`src/rtl/cpdc_pkg.sv`:
```
// Package with register map, field positions and decoded types for the clock and power-down bank.
package cpdc_pkg;

  // ---------------------------------------------------------------------------
  // Register access
  // ---------------------------------------------------------------------------
  localparam int unsigned ADDR_W = 5;
  localparam int unsigned DATA_W = 8;

  localparam logic [ADDR_W-1:0] ADDR_CLOCK_MODE      = 5'h01;
  localparam logic [ADDR_W-1:0] ADDR_POWER_DOWN_CTRL = 5'h02;
  localparam logic [ADDR_W-1:0] ADDR_RX_CH_ONE_PD    = 5'h03;
  localparam logic [ADDR_W-1:0] ADDR_RX_CH_TWO_PD    = 5'h04;
  localparam logic [ADDR_W-1:0] ADDR_RX_BIAS_PD      = 5'h05;

  localparam logic [DATA_W-1:0] RST_CLOCK_MODE       = 8'h00;
  localparam logic [DATA_W-1:0] RST_POWER_DOWN_CTRL  = 8'h00;
  localparam logic [DATA_W-1:0] RST_RX_CH_PD         = 8'h00;
  localparam logic [DATA_W-1:0] RST_RX_BIAS_PD       = 8'h00;
  localparam logic [DATA_W-1:0] RDATA_UNMAPPED       = 8'h00;

  localparam int unsigned NUM_RX_CH = 2;

  // ---------------------------------------------------------------------------
  // Clock mode register fields
  // ---------------------------------------------------------------------------
  localparam int unsigned CM_SEL_HI      = 7;
  localparam int unsigned CM_SEL_LO      = 5;
  localparam int unsigned CM_PIN2_CLK_EN = 2;
  localparam int unsigned CM_PIN3_INV    = 1;

  localparam logic [2:0] CM_STANDARD    = 3'h0;
  localparam logic [2:0] CM_OPT_TWO_WAY = 3'h1;
  localparam logic [2:0] CM_OPT_HD20    = 3'h3;
  localparam logic [2:0] CM_OPT_HD10    = 3'h5;
  localparam logic [2:0] CM_UNUSED_110  = 3'h6;
  localparam logic [2:0] CM_CLONE       = 3'h7;

  // ---------------------------------------------------------------------------
  // Power-down register fields
  // ---------------------------------------------------------------------------
  localparam int unsigned PD_TXA_HI      = 7;
  localparam int unsigned PD_TXA_LO      = 5;
  localparam int unsigned PD_TX_DIGITAL  = 4;
  localparam int unsigned PD_RX_DIGITAL  = 3;
  localparam int unsigned PD_PLL         = 2;
  localparam int unsigned PD_PLL_DISCON  = 1;

  localparam logic [2:0] TXA_PD_CH_ONE   = 3'h4;
  localparam logic [2:0] TXA_PD_CH_TWO   = 3'h2;
  localparam logic [2:0] TXA_PD_BOTH     = 3'h7;

  localparam int unsigned RXC_ANALOG_PD  = 7;
  localparam int unsigned RXC_BIAS_PD    = 6;
  localparam int unsigned RXB_ALL_BIAS   = 7;

  // ---------------------------------------------------------------------------
  // Decoded types
  // ---------------------------------------------------------------------------
  typedef enum logic [2:0] {
    CPDC_TIM_STANDARD,
    CPDC_TIM_OPT_TWO_WAY,
    CPDC_TIM_OPT_HD20,
    CPDC_TIM_OPT_HD10,
    CPDC_TIM_CLONE
  } cpdc_timing_type;

  typedef struct packed {
    logic ch_one_out_pd;
    logic ch_two_out_pd;
    logic support_pd;
    logic digital_clk_en;
    logic hold_outputs;
  } cpdc_tx_pd_type;

  typedef struct packed {
    logic pll_pd;
    logic pll_bypass;
    logic pll_out_connected;
  } cpdc_pll_type;

  typedef struct packed {
    logic analog_pd;
    logic digital_pd;
    logic bias_net_pd;
  } cpdc_rx_ch_type;

endpackage : cpdc_pkg

```
`src/rtl/cpdc_ctrl.sv`:
```
// Clock-option and power-down control register bank with decoded control outputs.
`timescale 1ns/10ps
// Behaviour
// RULE1: Clocking selector code 110 is unused; code 111 selects clone mode timing.
// RULE2: Second-pin clock enable drives that pin as clock, inverted in full-duplex.
// RULE3: Third-pin invert bit inverts the output clock driven on the third pin.
// RULE4: Tx analog field: 100 kills output one, 010 output two, 111 both plus support.
// RULE5: Tx digital power-down stops Tx digital clocks; outputs hold last values.
// RULE6: Rx digital power-down bit powers down the receive digital section.
// RULE7: PLL power-down bit powers the multiplier down and bypasses the PLL.
// RULE8: With PLL bypassed, the system supplies the fastest on-chip clock frequency.
// RULE9: PLL disconnect removes PLL output from clock path; PLL keeps locking.
// RULE10: Per-channel analog power-down kills channel analog and digital; band gap stays.
// RULE11: Per-channel bias power-down removes the input common-mode bias network.
// RULE12: Rx analog bias power-down kills all Rx bias circuits and reference buffer.
// RULE13: Clocking selector resets to 000, standard clocking.
// RULE14: Every control bit holds and reads back as written until rewrite or reset.
module cpdc_ctrl
  import cpdc_pkg::*;
(
  // Clock and reset
  input  wire logic                  i_sys_clk,
  input  wire logic                  i_arst_n,
  // Register port from the serial control port decoder
  input  wire logic                  i_reg_wr,
  input  wire logic                  i_reg_rd,
  input  wire logic [ADDR_W-1:0]     i_reg_addr,
  input  wire logic [DATA_W-1:0]     i_reg_wdata,
  output logic      [DATA_W-1:0]     o_reg_rdata,
  // Interface clock and data mode
  input  wire logic                  i_iface_clk,
  input  wire logic                  i_two_way_simultaneous_operation,
  output cpdc_timing_type            o_timing_mode,
  output logic                       o_clk_mode_unused,
  // Flexible port clock pins
  output logic                       o_second_flex_port_pin_o,
  output logic                       o_second_flex_port_pin_oe,
  output logic                       o_third_flex_port_pin_o,
  // Transmit power control
  output cpdc_tx_pd_type             o_tx_pd,
  // Clock path control
  output cpdc_pll_type               o_pll,
  // Receive power control
  output cpdc_rx_ch_type [NUM_RX_CH-1:0] o_rx_ch,
  output logic                       o_rx_digital_pd,
  output logic                       o_rx_all_bias_pd,
  output logic                       o_rx_diff_ref_buf_pd,
  output logic                       o_rx_bandgap_en
);

  // ---------------------------------------------------------------------------
  // Register state
  // ---------------------------------------------------------------------------
  logic [DATA_W-1:0] clk_mode_r;
  logic [DATA_W-1:0] clk_mode_nxt;
  logic [DATA_W-1:0] pd_ctrl_r;
  logic [DATA_W-1:0] pd_ctrl_nxt;
  logic [DATA_W-1:0] rx_bias_r;
  logic [DATA_W-1:0] rx_bias_nxt;
  logic [DATA_W-1:0] rx_ch_r   [NUM_RX_CH];
  logic [DATA_W-1:0] rx_ch_nxt [NUM_RX_CH];
  logic [DATA_W-1:0] rdata_r;
  logic [DATA_W-1:0] rdata_nxt;

  // Writes land only on a matching address; other bits keep their value.
  always_comb begin
    clk_mode_nxt = clk_mode_r;
    pd_ctrl_nxt  = pd_ctrl_r;
    rx_bias_nxt  = rx_bias_r;
    if (i_reg_wr) begin
      case (i_reg_addr)
        ADDR_CLOCK_MODE:      clk_mode_nxt = i_reg_wdata; // see RULE14
        ADDR_POWER_DOWN_CTRL: pd_ctrl_nxt  = i_reg_wdata; // see RULE14
        ADDR_RX_BIAS_PD:      rx_bias_nxt  = i_reg_wdata; // see RULE14
        default: begin
          clk_mode_nxt = clk_mode_r;
        end
      endcase
    end
  end

  always_ff @(posedge i_sys_clk or negedge i_arst_n) begin
    if (!i_arst_n) begin
      clk_mode_r <= RST_CLOCK_MODE; // see RULE13
      pd_ctrl_r  <= RST_POWER_DOWN_CTRL;
      rx_bias_r  <= RST_RX_BIAS_PD;
    end else begin
      clk_mode_r <= clk_mode_nxt;
      pd_ctrl_r  <= pd_ctrl_nxt;
      rx_bias_r  <= rx_bias_nxt;
    end
  end

  // ---------------------------------------------------------------------------
  // Receive channel registers, one per channel
  // ---------------------------------------------------------------------------
  generate
    for (genvar ch = 0; ch < NUM_RX_CH; ch++) begin : g_rx_ch
      localparam logic [ADDR_W-1:0] CH_ADDR = ADDR_RX_CH_ONE_PD + ADDR_W'(ch);

      always_comb begin
        rx_ch_nxt[ch] = rx_ch_r[ch];
        if (i_reg_wr && (i_reg_addr == CH_ADDR)) begin
          rx_ch_nxt[ch] = i_reg_wdata; // see RULE14
        end
      end

      always_ff @(posedge i_sys_clk or negedge i_arst_n) begin
        if (!i_arst_n) begin
          rx_ch_r[ch] <= RST_RX_CH_PD;
        end else begin
          rx_ch_r[ch] <= rx_ch_nxt[ch];
        end
      end

      // The band gap is not part of the channel power-down, so recovery stays quick.
      assign o_rx_ch[ch].analog_pd   = rx_ch_r[ch][RXC_ANALOG_PD]; // see RULE10
      assign o_rx_ch[ch].digital_pd  = rx_ch_r[ch][RXC_ANALOG_PD]; // see RULE10
      assign o_rx_ch[ch].bias_net_pd = rx_ch_r[ch][RXC_BIAS_PD];   // see RULE11
    end
  endgenerate

  // ---------------------------------------------------------------------------
  // Read-back
  // ---------------------------------------------------------------------------
  // Read data is registered: it appears the cycle after the read strobe and holds.
  always_comb begin
    rdata_nxt = rdata_r;
    if (i_reg_rd) begin
      case (i_reg_addr)
        ADDR_CLOCK_MODE:      rdata_nxt = clk_mode_r; // see RULE14
        ADDR_POWER_DOWN_CTRL: rdata_nxt = pd_ctrl_r;
        ADDR_RX_CH_ONE_PD:    rdata_nxt = rx_ch_r[0];
        ADDR_RX_CH_TWO_PD:    rdata_nxt = rx_ch_r[1];
        ADDR_RX_BIAS_PD:      rdata_nxt = rx_bias_r;
        default: begin
          rdata_nxt = RDATA_UNMAPPED;
        end
      endcase
    end
  end

  always_ff @(posedge i_sys_clk or negedge i_arst_n) begin
    if (!i_arst_n) begin
      rdata_r <= RDATA_UNMAPPED;
    end else begin
      rdata_r <= rdata_nxt;
    end
  end

  assign o_reg_rdata = rdata_r;

  // ---------------------------------------------------------------------------
  // Interface clocking selector
  // ---------------------------------------------------------------------------
  logic [2:0] clk_sel;

  assign clk_sel = clk_mode_r[CM_SEL_HI:CM_SEL_LO];

  // Unused codes fall back to standard timing so the port never runs undefined.
  always_comb begin
    o_clk_mode_unused = 1'b0;
    case (clk_sel)
      CM_STANDARD:    o_timing_mode = CPDC_TIM_STANDARD;    // see RULE13
      CM_OPT_TWO_WAY: o_timing_mode = CPDC_TIM_OPT_TWO_WAY;
      CM_OPT_HD20:    o_timing_mode = CPDC_TIM_OPT_HD20;
      CM_OPT_HD10:    o_timing_mode = CPDC_TIM_OPT_HD10;
      CM_CLONE:       o_timing_mode = CPDC_TIM_CLONE;       // see RULE1
      CM_UNUSED_110: begin
        o_timing_mode     = CPDC_TIM_STANDARD;        // see RULE1
        o_clk_mode_unused = 1'b1;
      end
      default: begin
        o_timing_mode     = CPDC_TIM_STANDARD;
        o_clk_mode_unused = 1'b1;
      end
    endcase
  end

  // ---------------------------------------------------------------------------
  // Flexible port output clocks
  // ---------------------------------------------------------------------------
  // These pass the interface clock straight through; a flop would halve it.
  assign o_second_flex_port_pin_oe = clk_mode_r[CM_PIN2_CLK_EN]; // see RULE2
  assign o_second_flex_port_pin_o  = clk_mode_r[CM_PIN2_CLK_EN]
                                   & (i_iface_clk ^ i_two_way_simultaneous_operation); // see RULE2
  assign o_third_flex_port_pin_o   = i_iface_clk ^ clk_mode_r[CM_PIN3_INV]; // see RULE3

  // ---------------------------------------------------------------------------
  // Transmit power-down decode
  // ---------------------------------------------------------------------------
  logic [2:0] tx_an_sel;

  assign tx_an_sel = pd_ctrl_r[PD_TXA_HI:PD_TXA_LO];

  // Codes outside the three listed options leave both outputs running.
  always_comb begin
    o_tx_pd = '0;
    case (tx_an_sel)
      TXA_PD_CH_ONE: o_tx_pd.ch_one_out_pd = 1'b1; // see RULE4
      TXA_PD_CH_TWO: o_tx_pd.ch_two_out_pd = 1'b1; // see RULE4
      TXA_PD_BOTH: begin
        o_tx_pd.ch_one_out_pd = 1'b1; // see RULE4
        o_tx_pd.ch_two_out_pd = 1'b1;
        o_tx_pd.support_pd    = 1'b1;
      end
      default: begin
        o_tx_pd.support_pd = 1'b0;
      end
    endcase
    o_tx_pd.digital_clk_en = ~pd_ctrl_r[PD_TX_DIGITAL]; // see RULE5
    o_tx_pd.hold_outputs   = pd_ctrl_r[PD_TX_DIGITAL];  // see RULE5
  end

  // ---------------------------------------------------------------------------
  // Receive digital, PLL and bias controls
  // ---------------------------------------------------------------------------
  assign o_rx_digital_pd = pd_ctrl_r[PD_RX_DIGITAL]; // see RULE6

  // Disconnect does not reach the PLL power control, so lock is kept meanwhile.
  // With the PLL bypassed, the reference pin must carry the fastest internal rate.
  assign o_pll.pll_pd            = pd_ctrl_r[PD_PLL]; // see RULE7 RULE9
  assign o_pll.pll_bypass        = pd_ctrl_r[PD_PLL]; // see RULE7 RULE8
  assign o_pll.pll_out_connected = ~pd_ctrl_r[PD_PLL] & ~pd_ctrl_r[PD_PLL_DISCON]; // see RULE9

  assign o_rx_all_bias_pd     = rx_bias_r[RXB_ALL_BIAS]; // see RULE12
  assign o_rx_diff_ref_buf_pd = rx_bias_r[RXB_ALL_BIAS]; // see RULE12
  assign o_rx_bandgap_en      = 1'b1;                    // see RULE10

endmodule // cpdc_ctrl

```
`config.mk`:
```
export PLATFORM = sky130hd
export DESIGN_NAME = cpdc_ctrl
export DESIGN_NICKNAME = d
export VERILOG_FILES = /design/src/rtl/cpdc_pkg.sv /design/src/rtl/cpdc_ctrl.sv
export SDC_FILE = /design/constraint.sdc
export NUM_CORES = 1
export LEC_CHECK = 0
export ABC_AREA = 1
export BUFFER_PORTS_ARGS = -buffer_cell sky130_fd_sc_hd__buf_4
export CAP_MARGIN = 30
export CELL_PAD_IN_SITES_DETAIL_PLACEMENT = 0
export CELL_PAD_IN_SITES_GLOBAL_PLACEMENT = 2
export CORE_UTILIZATION = 31
export DETAILED_ROUTE_END_ITERATION = 16
export GPL_TIMING_DRIVEN = 0
export PLACE_DENSITY_LB_ADDON = 0.1
export SYNTH_ARGS = -nofsm -noshare
export SYNTH_HDL_FRONTEND = slang
export SYNTH_SLANG_ARGS = --single-unit
```
`constraint.sdc`:
```
create_clock -name i_sys_clk -period 0.9 [get_ports i_sys_clk]
set_input_delay 0.18 -clock i_sys_clk [delete_from_list [all_inputs] [get_ports i_sys_clk]]
set_output_delay 0.18 -clock i_sys_clk [all_outputs]
set_load 0.01 [all_outputs]
```
==> results.py, run 1 <==
metrics = {
    "worst_setup_path": {
        "r2r-end": "o_reg_rdata[6]$_DFFE_PN0P_",
        "crit_family": "flip-flops",
        "required_ps": 720,
        "crit_type": "register to output pin",
        "max_stage_delay_ps": 400,
        "crit_buf_inv": 2,
        "slowest_stage": "dfrtp_1",
        "path_cells": "buf_4 > nor2_2 > nor3_2 > buf_4",
        "rrSetupSlack_ps": -140,
        "critPathMaxFanout": 3,
        "r2r-start": "o_rx_ch[0]$_DFFE_PN0P_",
        "reg2reg_depth": 5,
        "end_kind": "output pin",
        "arrival_ps": 1160,
        "startpoint_type": "register",
        "path_common_cell": "buf_4",
    },
    "timing": {
        "clock.fmax_ghz": 0.749,
        "fin_skew_ps": 2.37,
        "finalCriticalPeriod_ps": 1340,
        "drv_slew": 0,
        "setup_violations": 57,
        "hold_viol": 48,
        "worst_slew_pin_slew_ps": 637,
        "fin_crit_sh_pct": 148,
        "slew_headroom_pct": 57.5,
        "hold_ws_ps": -108,
        "rsz0062_at_grt": "true",
        "fin_ws_ps": -436,
    },
    "final_layout": {
        "n_fill_cell": 765,
        "fin_util_pct": 53.3,
        "final_cell_mix": "60 x buf_6, 60 x buf_4, 45 x dfrtp_1",
        "finalNonFillerCells": 515,
        "drive_gt1_share_pct": 51.3,
        "diodes": 0,
        "nets": 431,
        "final_area_um2": 4100,
        "syn_to_final_growth_pct": 67.2,
    },
    "power": {
        "peakVddDrop_v": 0.00106,
        "powerDensity_nw_per_um2": 1660,
        "p_leak_nw": 1.98,
        "power_w": 0.00679,
    },
    "flow_run": {
        "cap_violations": 0,
    },
    "global_route": {
        "grt_pass1_wl_um": 12700,
        "grt_max_degree": 49,
        "antenna_found_initial": 0,
        "overflow": 0,
        "grt_pass1_vias": 2351,
        "grt_usage_pct": 20.4,
    },
    "detailed_routing": {
        "drt-wirelength-per-cell_um": 15.5,
        "drt_iter0_drc": 112,
        "top_layer": "met4",
        "ant_nets": 0,
        "drtPass1Iterations": 4,
        "dr_wl_met3_um": 433,
        "met2_length_um": 3920,
        "routed_wl_um": 7990,
        "drc": 0,
        "via_count": 2436,
        "wl_met1_um": 3580,
        "via_per_inst": 4.73,
    },
    "place": {
        "placed_cells": 448,
        "dp_hpwl_um": 5110,
        "finalWeightedCongestion": 0.771,
        "io_buffers": 49,
        "placed_area_um2": 3030,
        "place_ws_ps": -532,
    },
    "clock_network": {
        "cts_tree": "done",
        "clock_sinks": 48,
        "cts_buffer_depth": 2,
        "cts_buffers": 5,
        "root_buffer": "clkbuf_8",
        "htreeDepth": 2,
        "clkTransAtPathRegs_ps": 90,
        "clock_latency_ps": 300,
    },
    "synthesis": {
        "syn_nets": 316,
        "ys_ff_latch": 48,
        "avgSynthCellArea_um2": 8.24,
        "syn_area_um2": 2450,
        "yosysSeqAreaShare_pct": 49.1,
        "ys.warnings.count": 0,
        "ys_types": 26,
        "synth_cells": 297,
    },
    "floorplanning": {
        "die_w_um": 90.9,
        "start_util_pct": 31.9,
        "io_pins": 52,
        "core-area_um2": 7690,
        "die_area_um2": 8260,
        "rows": 32,
        "fp.dieH_um": 90.9,
    },
    "run_status": {
        "failed_checks": "negative hold slack, negative setup slack",
        "status": "finished with violations",
    },
    "hold_path": {
        "hp-class": "input port to asynchronous set/reset pin",
    },
}
## Yosys cell counts
cell type   n  share of area, %
a21oi_1    13               2.7
nor3_1      2              0.41
nand4_2     2               1.0
nor2_4      5               2.3
o21ai_0    12               2.5
nand3_1    17               3.5
nand2_2     1              0.26
inv_4       1              0.26
conb_1      1              0.15
nand4_1    17               4.3
buf_6       3               1.4
nand3_2     2              0.82
o21a_1      8               2.5
buf_2       5               1.0
dfrtp_1    48                49
nor2_1     36               5.5
o21ai_1    20               4.1
xor2_1      1              0.36
nor2_2      2              0.51
nand2_1    56               8.6
inv_2       1              0.15
clkinv_1    1              0.15
buf_4      12               3.7
a21o_1      1              0.31
inv_1      27               4.1
clkbuf_1    3              0.46
## stage by stage
| stage | hold WS [ps] | TNS [ps] |
|---|---|---|
| floorplan | -116 | -4480 |
| global placement | 253 | -19460 |
| detailed placement | 247 | -19590 |
| CTS | -83.5 | -9050 |
| global route | -59.3 | -11700 |
| finish | -108 | -8930 |
## power by group
group	leakage, nW	internal, W	switching [W]	total, W
Clock	0.0552	0.000826	0.000757	0.00158
Sequential	0.595	0.00256	0.000310	0.00287
Combinational	1.33	0.00137	0.000973	0.00234
Total	1.98	0.00475	0.00204	0.00679
## metal layers
layer / track usage (%) / vias to the layer above
met5: 0 / -
met4: 5.69 / 0
met3: 2.86 / 5
met2: 32.5 / 67
met1: 29.0 / 1168
li1: - / 1196
## sequential cells by signal (all words and copies together), names as in the netlist
register / cells
rx_bias_r: 8
rx_ch_r: 12
o_rx_ch: 4
clk_mode_r: 8
o_reg_rdata: 8
pd_ctrl_r: 8
## repair_timing
item | 4_1_cts | 5_1_grt
endpoints found under the hold margin | 48 | 48
endpoints found under the setup margin | 66 | 80
pin swaps | 31 | 30
resized for setup | 77 | 69
cloned | 1 | 4
buffers inserted | 39 | 16
## cell families (layout without fill, tap and decap cells)
logic type,Yosys count,after routing,share of synthesized area (%)
flops,48,48,49.1
simple gates,140,140,27.2
xor+xnor,1,1,0.358
other cells,1,1,0.153
compound gates,54,54,12.0
buf+inv,53,169,11.2
## worst max-delay path by stage
stage	start	cells after the start	to	slack, ps
detailed placement	i_reg_addr[3]	9	rx_ch_r[3]$_DFFE_PN0P_	-530
global route	pd_ctrl_r[6]$_DFFE_PN0P_	4	o_tx_pd[4]	-490
finish	pd_ctrl_r[6]$_DFFE_PN0P_	4	o_tx_pd[4]	-440
global placement	i_reg_addr[3]	9	rx_ch_r[3]$_DFFE_PN0P_	-530
CTS	pd_ctrl_r[6]$_DFFE_PN0P_	4	o_tx_pd[3]	-430
floorplan	i_reg_addr[0]	7	rx_ch_r[2]$_DFFE_PN0P_	-170
## cell type report
class	count	area, um2	area share [%]
multi-input combinational	196	1220	29.9
sequential	48	1200	29.4
timing repair buffer	108	1040	25.5
buffer	23	264	6.45
tap	102	128	3.12
inverter	30	125	3.06
clock buffer	6	72.6	1.77
clock inverter	2	35.0	0.855
Power figures use the tool's default switching activity.
==> run 2, diff against run 1 <==
- CORE_UTILIZATION: 31 -> 34
- SETUP_SLACK_MARGIN: default -> 0.2
- clock period: 0.9 -> 1.7 ns (I/O delays scaled with it)
==> run 2 against run 1 <==
Effect of this change:
- the flow now finishes without violations
- clock power fell by 61%
- largest cell class is now sequential cells
- critical path type unchanged
- highest routed layer unchanged
- utilization fell by 9.0 points
- sequential share of layout area rose by 10 points
- global-route usage fell by 1.5 points
==> results.py, run 2 (synthesis gave the netlist of run 1 again) <==
metrics = {
    "run_status": {
        "status": "finished clean",
    },
    "timing": {
        "slew_headroom_pct": 57.3,
        "fin_ws_ps": 189,
        "fin_crit_sh_pct": 88.9,
        "hold_ws_ps": 56.2,
        "clock.fmax_ghz": 0.662,
        "rsz0062_at_grt": "true",
        "fin_setup_tns_ps": 0,
        "fin_skew_ps": 5.69,
        "worst_slew_pin_slew_ps": 640,
        "drv_slew": 0,
        "hold_viol": 0,
        "setup_violations": 0,
        "finalCriticalPeriod_ps": 1510,
    },
    "power": {
        "p_leak_nw": 1.52,
        "peakVddDrop_v": 0.000445,
        "power_w": 0.00292,
        "powerDensity_nw_per_um2": 961,
    },
    "worst_setup_path": {
        "required_ps": 1360,
        "startpoint_type": "register",
        "crit_type": "register to output pin",
        "r2r-start": "pd_ctrl_r[6]$_DFFE_PN0P_",
        "reg2reg_depth": 5,
        "critPathMaxFanout": 3,
        "arrival_ps": 1170,
        "rrSetupSlack_ps": 560,
        "end_kind": "output pin",
        "r2r-end": "o_reg_rdata[6]$_DFFE_PN0P_",
    },
    "final_layout": {
        "final_cell_mix": "63 x buf_4, 56 x nand2_1, 48 x dfrtp_1",
        "finalNonFillerCells": 449,
        "drive_gt1_share_pct": 26.9,
        "layout_commonest_cell": "buf_4",
        "regMostFlops": "rx_ch_r",
        "syn_to_final_growth_pct": 24.1,
        "largest_reg_flops": 12,
        "nets": 374,
        "diodes": 0,
    },
    "detailed_routing": {
        "ant_nets": 0,
        "dr_wl_met3_um": 251,
        "drt-wirelength-per-cell_um": 15.2,
        "top_layer": "met4",
        "met2_length_um": 3200,
        "via_count": 2143,
        "drt_iter0_drc": 102,
        "routed_wl_um": 6840,
        "via_per_inst": 4.77,
        "wl_met1_um": 3360,
        "drtPass1Iterations": 4,
        "drc": 0,
    },
    "hold_path": {
        "hp-class": "input port to asynchronous set/reset pin",
    },
    "clock_network": {
        "cts_buffers": 5,
        "root_buffer": "clkbuf_8",
        "clock_sinks": 48,
        "cts_tree": "done",
        "cts_buffer_depth": 2,
        "clkTransAtPathRegs_ps": 80,
        "htreeDepth": 2,
        "clock_latency_ps": 290,
    },
    "global_route": {
        "grt_pass1_vias": 1944,
        "grt_usage_pct": 18.9,
        "grt_max_degree": 49,
        "antenna_found_initial": 0,
        "grt_pass1_wl_um": 10400,
        "overflow": 0,
    },
    "place": {
        "place_ws_ps": 28.4,
        "finalWeightedCongestion": 0.847,
        "io_buffers": 49,
        "dp_hpwl_um": 5030,
        "placed_cells": 442,
    },
    "floorplanning": {
        "die_w_um": 86.9,
        "io_pins": 52,
        "core-area_um2": 6870,
        "rows": 30,
        "start_util_pct": 35.6,
        "fp.dieH_um": 86.9,
        "die_area_um2": 7550,
    },
    "flow_run": {
        "cap_violations": 0,
    },
}
-- run 2: cell count changes in the layout (fill, tap and decap cells not counted), moves of 5 or more --
cell / before / now
buf_6: 60 / 3
nand2_1: 36 / 56
nand2_2: 19 / 1
nor2_1: 24 / 35
a21oi_1: 3 / 13
a21oi_2: 10 / 0
o21ai_2: 9 / 0
nor2_4: 12 / 5
buf_2: 0 / 5
o21ai_0: 7 / 12
-- run 2: timing repair --
item / 4_1_cts / 5_1_grt
hold buffers: 0 / 0
pin swaps: 1 / 2
endpoints found under the setup margin: 3 / 2
setup buffers: 2 / 0
resized for setup: 2 / 4
-- run 2: metrics by stage --
stage	area, um2	util (%)
3_3_place_gp	2940	42.8
3_5_place_dp	2940	42.8
4_1_cts	3030	44.0
2_1_floorplan	2450	-
6_report	3040	44.2
5_1_grt	3040	44.2
-- run 2: worst max-delay path by stage --
stage                                   from                     end  slack, ps
floorplan                      i_reg_addr[0]  rx_ch_r[2]$_DFFE_PN0P_        370
global placement               i_reg_addr[1]  rx_ch_r[3]$_DFFE_PN0P_         40
detailed placement             i_reg_addr[1]  rx_ch_r[2]$_DFFE_PN0P_         30
CTS                 pd_ctrl_r[5]$_DFFE_PN0P_              o_tx_pd[3]        200
global route        pd_ctrl_r[5]$_DFFE_PN0P_              o_tx_pd[3]        140
finish              pd_ctrl_r[7]$_DFFE_PN0P_              o_tx_pd[3]        190
-- run 2: worst max-delay path, stage by stage, from the launching register on --
cell and delay, ps:
dfrtp_1 400, inv_1 150, nor3_4 50, a21o_1 140, buf_4 130
-- run 2: layout make-up --
cell class / count / area (um2)
multi-input combinational: 196 / 991
clock buffer: 5 / 68.8
inverter: 30 / 115
fill: 716 / 3830
buffer: 23 / 160
timing repair buffer: 51 / 383
tap: 96 / 120
sequential: 48 / 1200
-- run 2: per-layer routing --
metal / track usage (%) / vias up
met5: 0 / -
met4: 3.64 / 0
met3: 3.51 / 2
met2: 30.0 / 47
met1: 27.0 / 1021
li1: - / 1073
-- run 2: power breakdown --
group	switching [W]	internal [W]	total [W]
registers	0.000156	0.00135	0.00151
logic	0.000388	0.000405	0.000793
clock network	0.000353	0.000266	0.000619
total	0.000897	0.00202	0.00292
